File: config.mk
export PLATFORM = sky130hd
export DESIGN_NAME = power_mode_reset_control
export DESIGN_NICKNAME = d
export VERILOG_FILES = /design/src/pkg/pmrc_pkg.sv /design/src/verilog/power_mode_reset_control.sv
export SDC_FILE = /design/constraint.sdc
export NUM_CORES = 1
export LEC_CHECK = 0
export BUFFER_PORTS_ARGS = -buffer_cell sky130_fd_sc_hd__buf_2
export CAP_MARGIN = 25
export CORE_MARGIN = 1
export CORE_UTILIZATION = 49
export DETAILED_ROUTE_END_ITERATION = 7
export GPL_TIMING_DRIVEN = 0
export PLACE_DENSITY = 0.76
export SETUP_SLACK_MARGIN = 0.02
export SYNTH_ARGS = -nofsm -noshare
export SYNTH_HDL_FRONTEND = slang
export SYNTH_SLANG_ARGS = --single-unit
File: constraint.sdc
create_clock -name mclk -period 2.2 [get_ports mclk]
set_clock_uncertainty 0.05 [all_clocks]
set_input_delay 0.22 -clock mclk [delete_from_list [all_inputs] [get_ports mclk]]
set_output_delay 0.22 -clock mclk [all_outputs]
set_load 0.05 [all_outputs]
File: src/pkg/pmrc_pkg.sv
// Constants, types and register map of the power-mode and reset control block.
// Notes on behaviour
// Run only while power_down_n high; low resets.
// Host holds power_down_n low during power-up.
// Host waits 10 ms after release with crystal.
// power_down_n low stops clocks, clears all registers.
// In reset only oscillator amplifier may run.
// Partial sleep keeps only clock, data, crystal pins.
// Oscillator stop wins in sleep; PLL held stopped.
// Sleep accepts writes; Q and status read zero.
// VCO halt: reference clock, audio/irq low, error high.
// Select 01 lowers clocks/data; 10 keeps them.
// Oscillator stop: crystal high, run only when locked.
// Both stops: halt, clock/data low, bit/word hold.
// Looped-back clock with VCO halted: no clocks.
// Interrupt pulse one sample, 5 to 63 us.
// User port low pulse at switch, max 100 ms.
// Reference select codes map to six frequencies.
// Lock select 00 accepts 30-195 kHz, else 30-108.
package pmrc_pkg;

  localparam int CLK_MHZ = 100;
  localparam int ADDR_W = 4;
  localparam int DATA_W = 16;

  // Register word indices.
  localparam logic [3:0] ADDR_CTRL = 4'h0;
  localparam logic [3:0] ADDR_STATUS = 4'h1;
  localparam logic [3:0] ADDR_MASK = 4'h2;
  localparam logic [3:0] ADDR_QDATA = 4'h3;
  localparam logic [3:0] ADDR_STATE = 4'h4;

  // Status and mask bit positions.
  localparam int EV_LOCK = 0;
  localparam int EV_SWITCH = 1;
  localparam int EV_RANGE = 2;
  localparam int EV_CORE = 3;
  localparam int EV_W = 4;

  // Control word after reset.
  localparam logic [15:0] CTRL_RESET = 16'h0000;

  // Timing in printed units and in clock cycles.
  localparam int CRYSTAL_SETTLE_MS = 10;
  localparam int IRQ_MIN_US = 5;
  localparam int IRQ_MAX_US = 63;
  localparam int USER_MAX_MS = 100;
  localparam int IRQ_MIN_CYC = IRQ_MIN_US * CLK_MHZ;
  localparam int IRQ_MAX_CYC = IRQ_MAX_US * CLK_MHZ;
  localparam int USER_MAX_CYC = USER_MAX_MS * 1000 * CLK_MHZ;

  // Receive range limits in kHz.
  localparam logic [7:0] FS_MIN_KHZ = 8'd30;
  localparam logic [7:0] FS_MAX_WIDE_KHZ = 8'd195;
  localparam logic [7:0] FS_MAX_NARROW_KHZ = 8'd108;
  localparam logic [1:0] LOCK_WIDE = 2'b00;

  // Reference frequency select codes.
  localparam logic [3:0] REF_11M2896 = 4'h0;
  localparam logic [3:0] REF_12M2880 = 4'h1;
  localparam logic [3:0] REF_16M9344 = 4'h2;
  localparam logic [3:0] REF_22M5792 = 4'h4;
  localparam logic [3:0] REF_24M5760 = 4'h5;
  localparam logic [3:0] REF_33M8688 = 4'h6;

  // Partial sleep select codes.
  localparam logic [1:0] SLEEP_OFF = 2'b00;
  localparam logic [1:0] SLEEP_OSC = 2'b01;
  localparam logic [1:0] SLEEP_DIV = 2'b10;

  typedef enum logic [2:0] {
    MODE_RESET = 3'b000,
    MODE_NORMAL = 3'b001,
    MODE_VCO_STOP = 3'b010,
    MODE_SLEEP_OSC = 3'b011,
    MODE_SLEEP_DIV = 3'b100,
    MODE_OSC_STOP = 3'b101,
    MODE_ALL_STOP = 3'b110
  } mode_t;

  typedef struct packed {
    logic [2:0] spare;
    logic user_switch_mode;
    logic irq_select_option;
    logic irq_pulse_option;
    logic [1:0] lock_freq_select;
    logic [3:0] ref_freq_select;
    logic [1:0] partial_sleep_select;
    logic vco_halt;
    logic osc_amp_stop;
  } ctrl_t;

  typedef struct packed {
    logic audio;
    logic error;
    logic bit_clk;
    logic word_clk;
    logic data;
    logic mclk_out;
    logic user_port;
  } core_pins_t;

endpackage : pmrc_pkg

File: src/verilog/power_mode_reset_control.sv
// Power-mode decode, output pin gating, interrupt and user-port pulse logic.
`timescale 1ns/1ps
`default_nettype none
module power_mode_reset_control #(
  parameter int IRQ_MAX_CYC = pmrc_pkg::IRQ_MAX_CYC,
  parameter int USER_MAX_CYC = pmrc_pkg::USER_MAX_CYC
) (
  input wire logic mclk,
  input wire logic srst,
  input wire logic power_down_n,
  input wire logic [pmrc_pkg::ADDR_W-1:0] reg_addr,
  input wire logic [pmrc_pkg::DATA_W-1:0] reg_wdata,
  input wire logic reg_wr,
  input wire logic reg_rd,
  output logic [pmrc_pkg::DATA_W-1:0] reg_rdata,
  input wire logic pll_locked,
  input wire logic clock_loopback,
  input wire logic ref_clock_in,
  input wire logic clk_switching,
  input wire logic fs_tick,
  input wire logic fs_valid,
  input wire logic [7:0] fs_khz,
  input wire logic core_irq,
  input wire logic [15:0] q_status_word,
  input wire pmrc_pkg::core_pins_t core_pins,
  output logic audio_flag_out,
  output logic error_out,
  output logic event_pin_out,
  output logic user_port_out,
  output logic master_clock_out,
  output logic bit_clock_out,
  output logic word_clock_out,
  output logic serial_audio_out,
  output logic crystal_drive_out,
  output logic core_clk_en,
  output logic vco_run,
  output logic osc_amp_run,
  output logic divider_run,
  output logic ref_code_ok,
  output logic fs_accept,
  output logic irq
);

  ////////////////////////////////////////////////////////////////////////////
  // Reset and mode decode.

  // The power-down pin clears every register except the pin flops, which only the system reset clears.
  logic rst_i;
  assign rst_i = srst | ~power_down_n;

  pmrc_pkg::ctrl_t ctrl_reg, ctrl_next;
  pmrc_pkg::mode_t mode;

  // Mode decode; oscillator stop outranks the sleep select.
  always_comb begin
    mode = pmrc_pkg::MODE_NORMAL;
    if (!power_down_n) begin
      mode = pmrc_pkg::MODE_RESET;
    end else if (ctrl_reg.osc_amp_stop && ctrl_reg.vco_halt) begin
      mode = pmrc_pkg::MODE_ALL_STOP;
    end else if (ctrl_reg.osc_amp_stop) begin
      if (ctrl_reg.partial_sleep_select != pmrc_pkg::SLEEP_OFF) begin
        mode = pmrc_pkg::MODE_ALL_STOP;
      end else begin
        mode = pmrc_pkg::MODE_OSC_STOP;
      end
    end else if (ctrl_reg.partial_sleep_select == pmrc_pkg::SLEEP_DIV) begin
      mode = pmrc_pkg::MODE_SLEEP_DIV;
    end else if (ctrl_reg.partial_sleep_select != pmrc_pkg::SLEEP_OFF) begin
      mode = pmrc_pkg::MODE_SLEEP_OSC;
    end else if (ctrl_reg.vco_halt) begin
      mode = pmrc_pkg::MODE_VCO_STOP;
    end
  end

  // Sleep modes, used to blank the Q and status reads.
  logic in_sleep;
  assign in_sleep = (mode == pmrc_pkg::MODE_SLEEP_OSC) ||
                    (mode == pmrc_pkg::MODE_SLEEP_DIV);

  // Reference code check and receive range check.
  function automatic logic ref_valid(input logic [3:0] code);
    case (code)
      pmrc_pkg::REF_11M2896, pmrc_pkg::REF_12M2880,
      pmrc_pkg::REF_16M9344, pmrc_pkg::REF_22M5792,
      pmrc_pkg::REF_24M5760, pmrc_pkg::REF_33M8688: ref_valid = 1'b1;
      default: ref_valid = 1'b0;
    endcase
  endfunction : ref_valid

  function automatic logic fs_in_range(input logic [7:0] khz,
                                       input logic [1:0] lock);
    logic [7:0] top;
    top = (lock == pmrc_pkg::LOCK_WIDE) ? pmrc_pkg::FS_MAX_WIDE_KHZ
                                        : pmrc_pkg::FS_MAX_NARROW_KHZ;
    fs_in_range = (khz >= pmrc_pkg::FS_MIN_KHZ) && (khz <= top);
  endfunction : fs_in_range

  assign ref_code_ok = ref_valid(ctrl_reg.ref_freq_select);
  logic fs_ok;
  assign fs_ok = fs_in_range(fs_khz, ctrl_reg.lock_freq_select);

  ////////////////////////////////////////////////////////////////////////////
  // Register file, interrupt status and mask.

  logic [pmrc_pkg::EV_W-1:0] status_reg, status_next;
  logic [pmrc_pkg::EV_W-1:0] mask_reg, mask_next;
  logic [pmrc_pkg::DATA_W-1:0] rdata_reg, rdata_next;
  logic fs_accept_reg, fs_accept_next;
  logic locked_reg, switch_reg;
  logic [pmrc_pkg::EV_W-1:0] events;

  assign events[pmrc_pkg::EV_LOCK] = pll_locked ^ locked_reg;
  assign events[pmrc_pkg::EV_SWITCH] = clk_switching & ~switch_reg;
  assign events[pmrc_pkg::EV_RANGE] = fs_valid & ~fs_ok;
  assign events[pmrc_pkg::EV_CORE] = core_irq;

  // Register writes stay open in sleep; a new event beats its own clear.
  always_comb begin
    ctrl_next = ctrl_reg;
    mask_next = mask_reg;
    status_next = status_reg;
    fs_accept_next = fs_accept_reg;
    rdata_next = '0;
    if (fs_valid) begin
      fs_accept_next = fs_ok;
    end
    if (reg_wr) begin
      case (reg_addr)
        pmrc_pkg::ADDR_CTRL: ctrl_next = reg_wdata;
        pmrc_pkg::ADDR_MASK: mask_next = reg_wdata[pmrc_pkg::EV_W-1:0];
        pmrc_pkg::ADDR_STATUS: status_next = status_reg &
                                 ~reg_wdata[pmrc_pkg::EV_W-1:0];
        default: ;
      endcase
    end
    status_next = status_next | events;
    if (reg_rd) begin
      case (reg_addr)
        pmrc_pkg::ADDR_CTRL: rdata_next = ctrl_reg;
        pmrc_pkg::ADDR_STATUS: rdata_next = {12'h000, status_reg};
        pmrc_pkg::ADDR_MASK: rdata_next = {12'h000, mask_reg};
        pmrc_pkg::ADDR_QDATA: rdata_next = in_sleep ? 16'h0000
                                                    : q_status_word;
        pmrc_pkg::ADDR_STATE: rdata_next = {8'h00, fs_accept_reg,
                                 ref_code_ok, pll_locked, 2'b00, mode};
        default: rdata_next = '0;
      endcase
    end
  end

  // Everything here clears while the power-down pin is low.
  always_ff @(posedge mclk) begin
    if (rst_i) begin
      ctrl_reg <= pmrc_pkg::CTRL_RESET;
      mask_reg <= '0;
      status_reg <= '0;
      rdata_reg <= '0;
      fs_accept_reg <= 1'b0;
      locked_reg <= 1'b0;
      switch_reg <= 1'b0;
    end else begin
      ctrl_reg <= ctrl_next;
      mask_reg <= mask_next;
      status_reg <= status_next;
      rdata_reg <= rdata_next;
      fs_accept_reg <= fs_accept_next;
      locked_reg <= pll_locked;
      switch_reg <= clk_switching;
    end
  end

  assign reg_rdata = rdata_reg;
  assign fs_accept = fs_accept_reg;
  assign irq = |(status_reg & mask_reg);

  ////////////////////////////////////////////////////////////////////////////
  // Interrupt pin pulse and user-port pulse timers.

  logic [12:0] pcnt_reg, pcnt_next;
  logic pulse_reg, pulse_next;
  logic [23:0] ucnt_reg, ucnt_next;
  logic upulse_reg, upulse_next;
  logic pulse_mode;
  assign pulse_mode = ctrl_reg.irq_pulse_option & ctrl_reg.irq_select_option;

  // A pulse ends at the first sample tick past the floor, or at the ceiling.
  always_comb begin
    pulse_next = pulse_reg;
    pcnt_next = pcnt_reg;
    if (pulse_reg) begin
      pcnt_next = pcnt_reg + 13'd1;
      if ((fs_tick && pcnt_reg >= 13'(pmrc_pkg::IRQ_MIN_CYC - 1)) ||
          pcnt_reg >= 13'(IRQ_MAX_CYC - 1)) begin
        pulse_next = 1'b0;
      end
    end else if (pulse_mode && |events) begin
      pulse_next = 1'b1;
      pcnt_next = '0;
    end
  end

  // The low pulse is cut at its ceiling even if switching lingers.
  always_comb begin
    upulse_next = upulse_reg;
    ucnt_next = ucnt_reg;
    if (upulse_reg) begin
      ucnt_next = ucnt_reg + 24'd1;
      if (!clk_switching || ucnt_reg >= 24'(USER_MAX_CYC - 1)) begin
        upulse_next = 1'b0;
      end
    end else if (events[pmrc_pkg::EV_SWITCH] && ctrl_reg.user_switch_mode) begin
      upulse_next = 1'b1;
      ucnt_next = '0;
    end
  end

  always_ff @(posedge mclk) begin
    if (rst_i) begin
      pulse_reg <= 1'b0;
      pcnt_reg <= '0;
      upulse_reg <= 1'b0;
      ucnt_reg <= '0;
    end else begin
      pulse_reg <= pulse_next;
      pcnt_reg <= pcnt_next;
      upulse_reg <= upulse_next;
      ucnt_reg <= ucnt_next;
    end
  end

  ////////////////////////////////////////////////////////////////////////////
  // Circuit enables and output pin levels per mode.

  logic clocks_dead;
  // Without a lock the stopped oscillator leaves no reference at all.
  assign clocks_dead = (mode == pmrc_pkg::MODE_OSC_STOP) && !pll_locked;

  always_comb begin
    core_clk_en = 1'b0;
    vco_run = 1'b0;
    osc_amp_run = 1'b0;
    divider_run = 1'b0;
    case (mode)
      pmrc_pkg::MODE_RESET: osc_amp_run = 1'b1;
      pmrc_pkg::MODE_NORMAL: begin
        core_clk_en = 1'b1;
        vco_run = 1'b1;
        osc_amp_run = 1'b1;
        divider_run = 1'b1;
      end
      pmrc_pkg::MODE_VCO_STOP: begin
        core_clk_en = 1'b1;
        osc_amp_run = 1'b1;
        divider_run = 1'b1;
      end
      pmrc_pkg::MODE_SLEEP_OSC: osc_amp_run = 1'b1;
      pmrc_pkg::MODE_SLEEP_DIV: begin
        osc_amp_run = 1'b1;
        divider_run = 1'b1;
      end
      pmrc_pkg::MODE_OSC_STOP: begin
        core_clk_en = pll_locked;
        vco_run = 1'b1;
        divider_run = pll_locked;
      end
      default: ; // Both stops and the PLL stays held.
    endcase
  end

  logic audio_reg, error_reg, event_reg, user_reg, mco_reg;
  logic bck_reg, lrck_reg, sdo_reg, xdrv_reg;
  logic audio_next, error_next, event_next, user_next, mco_next;
  logic bck_next, lrck_next, sdo_next, xdrv_next;
  logic event_src;
  assign event_src = pulse_mode ? pulse_reg : irq;

  // Pin levels; bit and word clocks keep their last level in full stop.
  always_comb begin
    audio_next = core_pins.audio;
    error_next = core_pins.error;
    event_next = event_src;
    user_next = upulse_reg ? 1'b0 : core_pins.user_port;
    mco_next = core_pins.mclk_out;
    bck_next = core_pins.bit_clk;
    lrck_next = core_pins.word_clk;
    sdo_next = core_pins.data;
    xdrv_next = ~ref_clock_in;
    case (mode)
      pmrc_pkg::MODE_RESET: begin
        {audio_next, event_next, mco_next} = 3'b000;
        {bck_next, lrck_next, sdo_next} = 3'b000;
        {error_next, user_next, xdrv_next} = 3'b111;
      end
      pmrc_pkg::MODE_VCO_STOP: begin
        {audio_next, event_next, error_next} = 3'b001;
        if (clock_loopback) begin
          {mco_next, bck_next, lrck_next} = 3'b000;
        end
      end
      pmrc_pkg::MODE_SLEEP_OSC: begin
        {audio_next, event_next, error_next} = 3'b001;
        {bck_next, lrck_next, sdo_next} = 3'b000;
      end
      pmrc_pkg::MODE_SLEEP_DIV: begin
        {audio_next, event_next, error_next} = 3'b001;
      end
      pmrc_pkg::MODE_OSC_STOP: begin
        xdrv_next = 1'b1;
        if (clocks_dead) begin
          {audio_next, event_next, error_next} = 3'b001;
          {mco_next, sdo_next} = 2'b00;
          {bck_next, lrck_next} = {bck_reg, lrck_reg};
        end
      end
      pmrc_pkg::MODE_ALL_STOP: begin
        {audio_next, event_next, error_next} = 3'b001;
        {mco_next, sdo_next, xdrv_next} = 3'b001;
        {bck_next, lrck_next} = {bck_reg, lrck_reg};
      end
      default: ;
    endcase
  end

  // Pins are flopped on the system reset only, so the reset levels above
  // come from the mode decode while the power-down pin is low.
  always_ff @(posedge mclk) begin
    if (srst) begin
      {audio_reg, event_reg, mco_reg, bck_reg} <= 4'h0;
      {lrck_reg, sdo_reg} <= 2'b00;
      {error_reg, user_reg, xdrv_reg} <= 3'b111;
    end else begin
      audio_reg <= audio_next;
      error_reg <= error_next;
      event_reg <= event_next;
      user_reg <= user_next;
      mco_reg <= mco_next;
      bck_reg <= bck_next;
      lrck_reg <= lrck_next;
      sdo_reg <= sdo_next;
      xdrv_reg <= xdrv_next;
    end
  end

  assign audio_flag_out = audio_reg;
  assign error_out = error_reg;
  assign event_pin_out = event_reg;
  assign user_port_out = user_reg;
  assign master_clock_out = mco_reg;
  assign bit_clock_out = bck_reg;
  assign word_clock_out = lrck_reg;
  assign serial_audio_out = sdo_reg;
  assign crystal_drive_out = xdrv_reg;
endmodule : power_mode_reset_control
`default_nettype wire

## Word level (Yosys, flattened, before mapping)

Cells that the tools add are included.

| storage, ports and cells | value |
|---|---|
| register bits | 91 |
| input port bits | 63 |
| output and inout bits | 32 |
| logic and storage cells | 148 |

| cells by class | value |
|---|---|
| $add $sub $neg | 2 |
| $lt $le $gt $ge | 5 |
| equal/unequal tests | 17 |
| muxes and demuxes | 46 |
| bitwise operators | 15 |
| reductions and logical operators | 35 |

Operator list:

| operator | number |
|---|---|
| one-hot mux 16 bit (5 select lines) | 1 |
| 2-to-1 mux 24 bit | 2 |
| 2-to-1 mux 13 bit | 2 |
| adder 24 x 1 -> 24 bit (second input constant) | 1 |
| >= comparator 24 bit (second input constant) | 1 |
| 2-to-1 mux 1 bit | 21 |
| == test 4 x 3 -> 1 bit (second input constant) | 4 |
| 2-to-1 mux 16 bit | 1 |
| adder 13 x 1 -> 13 bit (second input constant) | 1 |
| >= comparator 13 bit (second input constant) | 1 |
| >= comparator 13 x 9 -> 1 bit (second input constant) | 1 |
| == test 4 x 2 -> 1 bit (second input constant) | 3 |
| 2-to-1 mux 3 bit | 4 |
| one-hot mux 1 bit (2 select lines) | 6 |
| OR reduction 2 bit | 6 |
| OR reduction 4 bit | 3 |
| OR reduction 5 bit | 2 |
| == test 3 bit (second input constant) | 3 |
| AND 4 bit | 2 |
| == test 4 x 1 -> 1 bit (second input constant) | 2 |
| >= comparator 8 x 5 -> 1 bit (second input constant) | 1 |
| <= comparator 8 bit | 1 |
| logical NOT 4 bit | 2 |
| 2-to-1 mux 4 bit | 2 |
| 23 further kinds | 47 |

## Longest topological paths before layout

Gate-level depths: netlist of run 1.

| depth | value |
|---|---|
| word-level depth | 10 |
| gate-level depth with buffers | 9 |
| depth with buffers taken out | 8 |

## Worst setup path before layout of run 1

OpenSTA, ideal clock, no wires.

| path | value |
|---|---|
| path type | register to register |
| start | register ctrl_reg[1] (netlist bit) |
| end | register error_reg (netlist: error_out) |
| library setup time | 57 ps |
| arrival | 2759 ps |
| data required time | 2093 ps |
| slack | -666 ps |
| cell stages (with the launch flop) | 6 |
| clock period less this slack | 2866 ps |
| cell sequence | dfxtp_1 > clkbuf_1 > nor4b_1 > a31oi_1 > o2111ai_1 > or2_2 |

| between the ends | value |
|---|---|
| cells in the longest elaborated chain, start to end | 10 |
| elaborated cells on any way between the ends | 17 |
| classes of those cells | eq/ne: 5; mux: 8; reduce/logical: 4 |

Ends and longest elaborated chain:

| element | RTL line | RTL |
|---|---|---|
| start: declaration | power_mode_reset_control.sv:51 | `pmrc_pkg::ctrl_t ctrl_reg, ctrl_next;` |
| start signal: assignment | power_mode_reset_control.sv:155 | `ctrl_reg <= pmrc_pkg::CTRL_RESET;` |
| start signal: assignment | power_mode_reset_control.sv:163 | `ctrl_reg <= ctrl_next;` |
| 2-to-1 mux 2 bit | power_mode_reset_control.sv:71 | `end else if (ctrl_reg.vco_halt) begin` |
| 2-to-1 mux 2 bit | power_mode_reset_control.sv:69 | `end else if (ctrl_reg.partial_sleep_select != pmrc_pkg::SLEEP_OFF) begin` |
| 2-to-1 mux 3 bit | power_mode_reset_control.sv:67 | `end else if (ctrl_reg.partial_sleep_select == pmrc_pkg::SLEEP_DIV) begin` |
| 2-to-1 mux 3 bit | power_mode_reset_control.sv:61 | `end else if (ctrl_reg.osc_amp_stop) begin` |
| 2-to-1 mux 3 bit * | power_mode_reset_control.sv:59 | `end else if (ctrl_reg.osc_amp_stop && ctrl_reg.vco_halt) begin` |
| 2-to-1 mux 3 bit * | power_mode_reset_control.sv:57 | `if (!power_down_n) begin` |
| == test 3 bit | power_mode_reset_control.sv:237, power_mode_reset_control.sv:289 |  |
| logical AND 1 bit | power_mode_reset_control.sv:237 | `assign clocks_dead = (mode == pmrc_pkg::MODE_OSC_STOP) && !pll_locked;` |
| 2-to-1 mux 1 bit | power_mode_reset_control.sv:310 | `if (clocks_dead) begin` |
| one-hot mux 1 bit (2 select lines) * | power_mode_reset_control.sv:289 | `case (mode)` |
| end signal: assignment | power_mode_reset_control.sv:334 | `error_reg <= error_next;` |
| end: declaration | power_mode_reset_control.sv:271 | `logic audio_reg, error_reg, event_reg, user_reg, mco_reg;` |

Mark *: on every way between the ends. The rest lies on a longest branch, timed or not.
A chain may end at the register's enable or synchronous reset.

## Final worst setup path of run 1

| path | value |
|---|---|
| start | register ctrl_reg[8] (netlist bit) |
| end | register pcnt_reg[10] |

| between the ends | value |
|---|---|
| cells in the longest elaborated chain, start to end | 9 |

Ends and longest elaborated chain:

| element | RTL line | RTL |
|---|---|---|
| logical NOT 2 bit | power_mode_reset_control.sv:94 | `top = (lock == pmrc_pkg::LOCK_WIDE) ? pmrc_pkg::FS_MAX_WIDE_KHZ` |
| 2-to-1 mux 8 bit | power_mode_reset_control.sv:94 |  |
| <= comparator 8 bit | power_mode_reset_control.sv:96 | `fs_in_range = (khz >= pmrc_pkg::FS_MIN_KHZ) && (khz <= top);` |
| logical AND 1 bit | power_mode_reset_control.sv:96 |  |
| inverter 1 bit | power_mode_reset_control.sv:115 | `assign events[pmrc_pkg::EV_RANGE] = fs_valid & ~fs_ok;` |
| AND 1 bit | power_mode_reset_control.sv:115 |  |
| OR reduction 4 bit | power_mode_reset_control.sv:197 | `end else if (pulse_mode && \|events) begin` |
| logical AND 1 bit | power_mode_reset_control.sv:197 |  |
| nonzero test 2 bit (no line) | -- |  |
| end signal: assignment | power_mode_reset_control.sv:226 | `pcnt_reg <= pcnt_next;` |
| end: declaration | power_mode_reset_control.sv:180 | `logic [12:0] pcnt_reg, pcnt_next;` |

Every way passes these cells.

==> results by stage, run 1 <==
Synthesis:
- The share of synthesized area in the top cell type comes to 42.8%.
- By area the synthesized netlist is led by sky130_fd_sc_hd__dfxtp_1, sky130_fd_sc_hd__nand2_1, sky130_fd_sc_hd__nor2_1, sky130_fd_sc_hd__a21oi_1, sky130_fd_sc_hd__nand3_1.
- The proportion of synthesized flip-flops having asynchronous set or reset is 0%.
- The count of cell types in the netlist is 63.
- In this run, synthesis produced a sequential element count of 91.
- When the netlist entered floorplanning its net count stood at 574.
- The largest total area in the synthesized netlist belongs to sky130_fd_sc_hd__dfxtp_1.
- For this run, the register share of the synthesized area comes to 42.8%.
- The mean cell area of the mapped netlist is 8.40 µm².
- The most used standard cell by instance count after synthesis is sky130_fd_sc_hd__dfxtp_1.
- The post-synthesis instance area is 4260 µm².
- The number of warnings printed during yosys synthesis is 0.
- In the synthesized netlist, the number of instances is 507.
- By count the netlist is led by sky130_fd_sc_hd__dfxtp_1, sky130_fd_sc_hd__nand2_1, sky130_fd_sc_hd__nor2_1, sky130_fd_sc_hd__a21oi_1, sky130_fd_sc_hd__nand3_1.
- In the synthesized netlist the dominant register cell turns out to be sky130_fd_sc_hd__dfxtp_1.
- The number of flops mapped to enable cells by yosys is 0.

Clock network:
- After clock tree synthesis, the clock-pin slew on the worst setup and hold paths is 0.11 ns.
- The CTS tree is done.
- Buffers inserted during clock tree synthesis total 9.
- The root buffer cell chosen for the clock tree is sky130_fd_sc_hd__clkbuf_8.
- The latest clock arrival within the worst-skew pair is 0.37 ns.
- The clock passes through at most 2 buffers.
- The H-tree was split into 3 levels.
- The TritonCTS sink count is 91.

Power and ir drop:
- Power spread over the standard cell area amounts to 591 nW/µm².
- IR analysis of the VDD net gives a maximum drop of 0.000304 V.
- Power comes to 3030 µW.
- The switching power share of the total is 27.4%.
- The design internal power is 2200 µW.
- In this run, the clock network consumes 36.4% of the power.
- The sequential cell fraction of total power is 55.0%.
- In this run the power spent charging and discharging nets is 830 µW.
- Summed over all cells, the static leakage comes to 0.00197 µW.
- The share of total power dissipated in combinational logic is 8.6%.

Place:
- The detailed-placement wirelength estimate is 7660 µm.
- The congestion estimate from routability-driven global placement came to 0.850.
- The number of buffer cells added on primary ports is 91.
- Timing analysis after detailed placement gives a worst setup slack of -0.0678 ns.

Layout:
- The sequential cells in the finished layout cover a total of 1830 µm².
- The number of flip-flops in the largest register is 24.
- The area taken by multi-input logic gates is 2270 µm².
- The fill cell total of the finished layout is 732.
- The number of antenna diodes in the final layout is 0.
- The number of nets at the end of the flow is 680.
- Relative to the synthesized area, the layout overhead comes to 20.4%.
- The share of final-layout standard cells stronger than drive strength 1 is 23.9%.

Timing:
- The final count of negative-setup-slack endpoints is 0.
- The number of hold-slack violations in the final timing report is 0.
- The clock period could shrink to 2.07 ns.
- At the pin with the least slew margin, the transition time is 0.569 ns.
- The setup slack of the critical path after layout is 0.131 ns.
- The number of max-slew violations in the final report is 0.
- Timing would allow up to 483 MHz.
- Setup repair after global routing left no endpoint under its margin.
- The post-route worst hold slack is 0.0114 ns.
- The share of the clock period used by the worst path is 94.1%.
- The worst pin sits at a relative slew slack of 62.0%.

Global routing:
- Entering global routing, the biggest net connects 19 pins.
- The initial antenna violation count is 0.
- The via count of the first global-routing pass is 3,718.
- The aggregate global-route resource usage is 23.1%.
- The wire length of the first global-routing pass is 16,600 µm.
- The total overflow left after global routing is 0.

Outcome:
- The run finished with clean final reports.

Critical path:
- The critical path required time is 2.44 ns.
- The nature of the critical path startpoint is a register.
- The worst setup path is captured at a register.
- The register-to-register setup slack is 0.13 ns.
- At the worst endpoint, the arrival time is 2.31 ns.
- In this run the worst path has a maximum fanout of 5.
- The classification of the worst setup path is reg -> reg.

Route:
- Detailed routing inserted a total of 4,134 vias.
- The top routing layer in use is met4.
- After detailed routing, the wire length on met1 is 4440 µm.
- The per-cell routed wire length is 14.6 µm.
- The violation count after the first detailed-route iteration is 178.
- Summed over all layers, the routed wires come to 10,600 µm.
- After detailed routing, the met3 layer carries 741 µm of wire.
- The antenna violation net count after detailed routing is 0.
- The routed design uses 5240 µm of met2 wire.
- The iteration count of the initial detailed-routing pass is 8.
- The final routed DRC violation total is 0.
- After detailed routing, the number of vias per cell comes to 5.72.

Die:
- From left edge to right edge, the die measures 95.2 µm.
- For this design the top-level I/O count stands at 95.
- The area enclosed by the die boundary is 9070 µm².
- The y dimension of the die is 95.2 µm.
- The region available for standard cell placement spans 8300 µm².
- The starting density of the core is 51.3%.
- The floorplan has 33 rows.

Worst hold path:
- The worst hold path belongs to the class in -> reg.

Flow run:
- Max-cap violations in this run came to 0.
## cells by family (layout without fill, tap and decap cells)
logic type,count (synthesis),in the layout,synth area share (%)
flip-flops,91,91,42.8
adder cells (fa/ha/maj),4,4,1.18
XOR/XNOR,17,17,3.50
multiplexers,19,19,4.64
AO/OA/AOI/OAI,119,119,18.5
AND/OR/NAND/NOR,207,207,24.3
buffers and inverters,50,161,5.05
## stage by stage
step / util, % / cell area [µm²] / cells / setup TNS [ns]
floorplan: - / 4270 / 507 / 0
detailed placement: 58.5 / 4850 / 703 / -0.607
global placement: 58.5 / 4850 / 703 / -0.000422
CTS: 61.1 / 5070 / 722 / 0
global route: 61.8 / 5130 / 723 / 0
finish: 61.8 / 5130 / 723 / 0
## cell usage in the layout (no fill, tap or decap), types with 4 or more instances in the layout
master | Yosys | layout
sky130_fd_sc_hd__a21oi_1 | 35 | 35
sky130_fd_sc_hd__a22oi_1 | 15 | 15
sky130_fd_sc_hd__and2_1 | 4 | 4
sky130_fd_sc_hd__and3_1 | 7 | 7
sky130_fd_sc_hd__buf_2 | 10 | 101
sky130_fd_sc_hd__clkbuf_1 | 13 | 13
sky130_fd_sc_hd__clkbuf_8 | 0 | 9
sky130_fd_sc_hd__dfxtp_1 | 91 | 90
sky130_fd_sc_hd__inv_1 | 23 | 22
sky130_fd_sc_hd__mux2_2 | 6 | 6
sky130_fd_sc_hd__mux2i_1 | 13 | 13
sky130_fd_sc_hd__nand2_1 | 70 | 70
sky130_fd_sc_hd__nand2b_1 | 4 | 4
sky130_fd_sc_hd__nand3_1 | 29 | 29
sky130_fd_sc_hd__nand4_1 | 14 | 14
sky130_fd_sc_hd__nor2_1 | 47 | 47
sky130_fd_sc_hd__nor2b_1 | 5 | 5
sky130_fd_sc_hd__nor3_1 | 5 | 5
sky130_fd_sc_hd__o211ai_1 | 4 | 4
sky130_fd_sc_hd__o21a_1 | 6 | 6
sky130_fd_sc_hd__o21ai_0 | 15 | 15
sky130_fd_sc_hd__o22ai_1 | 11 | 8
sky130_fd_sc_hd__o31ai_1 | 5 | 5
sky130_fd_sc_hd__xnor2_1 | 13 | 13
sky130_fd_sc_hd__xor2_1 | 4 | 4
## timing repair
action,4_1_cts,5_1_grt
resized for setup,0,10
hold buffers,2,0
gates cloned,0,1
endpoints found under the setup margin,11,10
buffers inserted,1,0
endpoints found under the hold margin,2,0
pin swaps,1,3
## area by class of cell
cell class	count	share of cell area [%]
multi-input cells	366	44.3
flip-flops and latches	91	35.6
repair buffers	95	9.64
well taps	105	2.56
plain buffers	27	2.51
clock buffers	9	2.42
inverters	23	1.68
clock inverters	7	1.29
## routing by layer
| metal | track usage, % | vias to the layer above |
|---|---|---|
| li1 | - | 2026 |
| met1 | 27.7 | 1924 |
| met2 | 41.2 | 165 |
| met3 | 4.23 | 19 |
| met4 | 7.95 | 0 |
| met5 | 0 | - |
## power by group through the flow
stage	Clock (µW)	Combinational (µW)	Sequential, µW
after floorplan	0	116	1730
after global placement	0	244	1700
after detailed placement	0	248	1710
after CTS	1120	253	1670
after global routing	1190	280	1670
final	1100	259	1670
## worst paths after layout
path,start,end,cells after the start
hold / removal,core_pins[6],audio_flag_out,3
setup / recovery,ctrl_reg[8],pcnt_reg[10],9
setup reg to reg,ctrl_reg[8],pcnt_reg[10],9
hold reg to reg,bit_clock_out,bit_clock_out,2
## critical path, cell delays in order, from the launching register on
cell and delay, ns:
sky130_fd_sc_hd__dfxtp_4 0.37, sky130_fd_sc_hd__nor2_4 0.11, sky130_fd_sc_hd__inv_2 0.05, sky130_fd_sc_hd__ha_4 0.21, sky130_fd_sc_hd__a211o_1 0.30, sky130_fd_sc_hd__o211ai_1 0.11
sky130_fd_sc_hd__a311o_1 0.27, sky130_fd_sc_hd__o2111ai_4 0.18, sky130_fd_sc_hd__buf_6 0.20, sky130_fd_sc_hd__o22ai_1 0.14
Power figures use the tool's default switching activity.
==> run 2, diff against run 1 <==
==> constraint.sdc (replaced) <==
create_clock -name mclk -period 2.2 [get_ports mclk]
set_clock_uncertainty 0.05 [all_clocks]
set_input_delay 0 -clock mclk [delete_from_list [all_inputs] [get_ports mclk]]
set_output_delay 0 -clock mclk [all_outputs]
set_load 0.05 [all_outputs]
==> run 2 against run 1 <==
  * Critical path depth decreased by 2
  * Clock power is essentially flat
  * Die area stayed put
  * Core utilization grew 5.9 points
  * Worst setup slack got worse by 0.054 ns
  * Sequential cell count did not move
==> results by stage, run 2 (same netlist as run 1, synthesis figures left out) <==
Outcome:
- The flow ran to the end, and the final reports show no timing, DRC or antenna violations.

Critical path:
- For this design, the slowest cell found on the critical path is sky130_fd_sc_hd__dlygate4sd3_1.
- The worst setup path is captured at a register.
- Counting cells, the worst reg-to-reg path comes to 7.
- The arrival time reported for the critical path endpoint is 2.31 ns.
- STA classifies the critical path startpoint as a register.
- By startpoint and endpoint, the worst setup path is classified as reg -> reg.
- In this design, the stage delay of the slowest critical-path cell is 0.60 ns.
- Walking the worst path, the cells encountered are buf_2, nor2_2, nor3b_2, nor2_4, a222oi_1, dlygate4sd3_1, nor2_1.
- In this run the worst path has a maximum fanout of 9.
- The critical path required time is 2.38 ns.

Layout:
- Registers take 1830 µm².
- In the layout the commonest cells are sky130_fd_sc_hd__buf_2, sky130_fd_sc_hd__dfxtp_1, sky130_fd_sc_hd__nand2_1.
- The most common cell after layout, fill and taps aside is sky130_fd_sc_hd__buf_2.
- The area added between synthesis and finish is 31.8%.
- The count of antenna diodes in the layout is 0.
- In the final layout, the share of cells above drive strength 1 is 22.5%.
- The number of flip-flops in the largest register is 24.
- The post-route cell area is 5620 µm².
- The number of nets at the end of the flow is 728.
- After filler insertion, the fill cell instance count of the layout stands at 647.
- Summing all multi-input logic gate instances after layout gives 2280 µm².
- Excluding fillers, the count of instances in the completed layout stands at 771.

Power and ir drop:
- Power spread over the standard cell area amounts to 553 nW/µm².
- For this design the total switching power over the nets is 853 µW.
- Overall power consumption after layout is estimated at 3110 µW.
- The design internal power is 2250 µW.
- Per report_power, the sequential group accounts for 53.7% of the total.
- In this run, the clock network consumes 35.8% of the power.
- The peak supply drop is 0.000305 V.
- The fraction of power consumed by combinational cells is 10.5%.
- The switching power share of the total is 27.5%.
- The leakage power total is 0.00218 µW.

Clock network:
- The clock input transition at the sequential cells of the worst setup and hold paths is 0.10 ns.
- The TritonCTS sink count is 91.
- No sink is reached through more buffers than the 2 on the longest clock path.
- The latest clock arrival within the worst-skew pair is 0.37 ns.
- The H-tree depth reported by CTS is 3.
- Counting the buffers created by CTS gives 9.
- The root buffer selected by CTS is sky130_fd_sc_hd__clkbuf_8.
- The CTS tree is done.

Die:
- The die extent in x is 95.2 µm.
- The starting density of the core is 51.3%.
- The area enclosed by the die boundary is 9070 µm².
- The number of standard-cell rows in the floorplan is 33.
- 95 I/O pins were placed.
- In this run the standard cell core region covers 8300 µm².
- The y dimension of the die is 95.2 µm.

Route:
- The total detailed-routing wirelength is 11,300 µm.
- The via total after detailed routing is 4,305.
- The final routed DRC violation total is 0.
- In this run the remaining antenna-violating nets after routing total 0.
- The first routing iteration left 237 violations.
- The via density per instance is 5.58.
- The per-cell routed wire length is 14.7 µm.
- The iteration count of the initial detailed-routing pass is 5.

Timing:
- The top achievable clock speed is 471 MHz.
- The setup slack of the critical path after layout is 0.0766 ns.
- The number of hold-slack violations in the final timing report is 0.
- In the finished design, the share of the clock period the worst path needs comes to 96.5%.
- Setup repair after global routing left no endpoint under its margin.
- The time the worst path needs with I/O delays and setup is 2.12 ns.
- Setup violations remaining at the end of the flow were counted as 0.
- The number of max-slew violations in the final report is 0.
- At the pin with the least slew margin, the transition time is 0.564 ns.
- The worst pin sits at a relative slew slack of 62.3%.

Worst hold path:
- The path class of the tightest hold or removal check is in -> reg.
- The number of cells on the worst hold path is 4.

Global routing:
- The wire length of the first global-routing pass is 17,800 µm.
- The via count of the first global-routing pass is 4,035.
- The aggregate global-route resource usage is 24.9%.
- The maximum number of pins on one net before global-route repair is 19.
- The initial antenna violation count came to 0.
- Global routing finished with a remaining overflow of 0.

Place:
- Summed over all nets, the half-perimeter wirelength after detailed placement is 7660 µm.
- The routability congestion estimate is 0.850.
- At the placement stage, the worst setup path has a slack of -0.0678 ns.
- The count of buffers added on input and output ports is 91.
- The total placed instance area is 4850 µm².
- The total placed cells including tap cells is 703.

Flow run:
- The tool flagged a number of max-cap violations equal to 0.
==> run 2: metrics by stage <==
step | util [%] | hold slack [ns] | setup TNS [ns]
3_5_place_dp | 58.5 | 0.138 | -0.607
6_report | 67.7 | 0.0283 | 0
3_3_place_gp | 58.5 | 0.126 | -0.000422
4_1_cts | 66.9 | 0.0141 | 0
2_1_floorplan | - | 0.0191 | 0
5_1_grt | 67.7 | 0.0560 | 0
==> run 2: per-layer routing <==
layer,up-vias,global-route usage (%),share of wire (%),wire [µm]
met5,-,0,0,0
met4,0,9.09,2.2,250
met3,28,4.63,5.6,634
met2,154,45.6,51,5720
met1,1999,28.5,42,4720
li1,2124,-,-,-
==> run 2: final timing paths <==
path	startpoint	end	slack [ns]
worst max-delay path	ctrl_reg[3]	reg_rdata[5]	0.08
worst min-delay path	reg_addr[3]	reg_rdata[0]	0.03
worst max register to register	ctrl_reg[3]	reg_rdata[5]	0.08
worst min register to register	ctrl_reg[15]	ctrl_reg[15]	0.42
==> run 2: cell type report <==
| cell class | count | area share, % |
|---|---|---|
| well taps | 105 | 2.34 |
| clock buffers | 9 | 2.21 |
| plain buffers | 27 | 2.32 |
| flip-flops and latches | 91 | 32.5 |
| multi-input cells | 366 | 40.6 |
| clock inverters | 7 | 1.18 |
| inverters | 23 | 1.54 |
| repair buffers | 143 | 17.4 |
==> run 2: worst max-delay path, delay by kind of cell, from the launching register on <==
family | cells | cell delay [ns]
buffers and inverters | 2 | 0.81
AND/OR/NAND/NOR | 4 | 0.54
AO/OA/AOI/OAI | 1 | 0.27
flip-flops | 1 | 0.32
==> run 2: power groups by stage <==
stage | Clock (µW) | Combinational, µW | Sequential (µW)
global placement | 0 | 244 | 1700
floorplan | 0 | 116 | 1730
finish | 1110 | 327 | 1670
global route | 1190 | 352 | 1670
CTS | 1120 | 316 | 1670
detailed placement | 0 | 248 | 1710
==> run 2: repair_timing <==
item	4_1_cts	5_1_grt
hold buffers	50	0
pin swaps	1	2
gates resized for setup	0	14
setup endpoints to repair	11	12
cloned	0	1
setup buffers	1	0
endpoints found under the hold margin	53	0
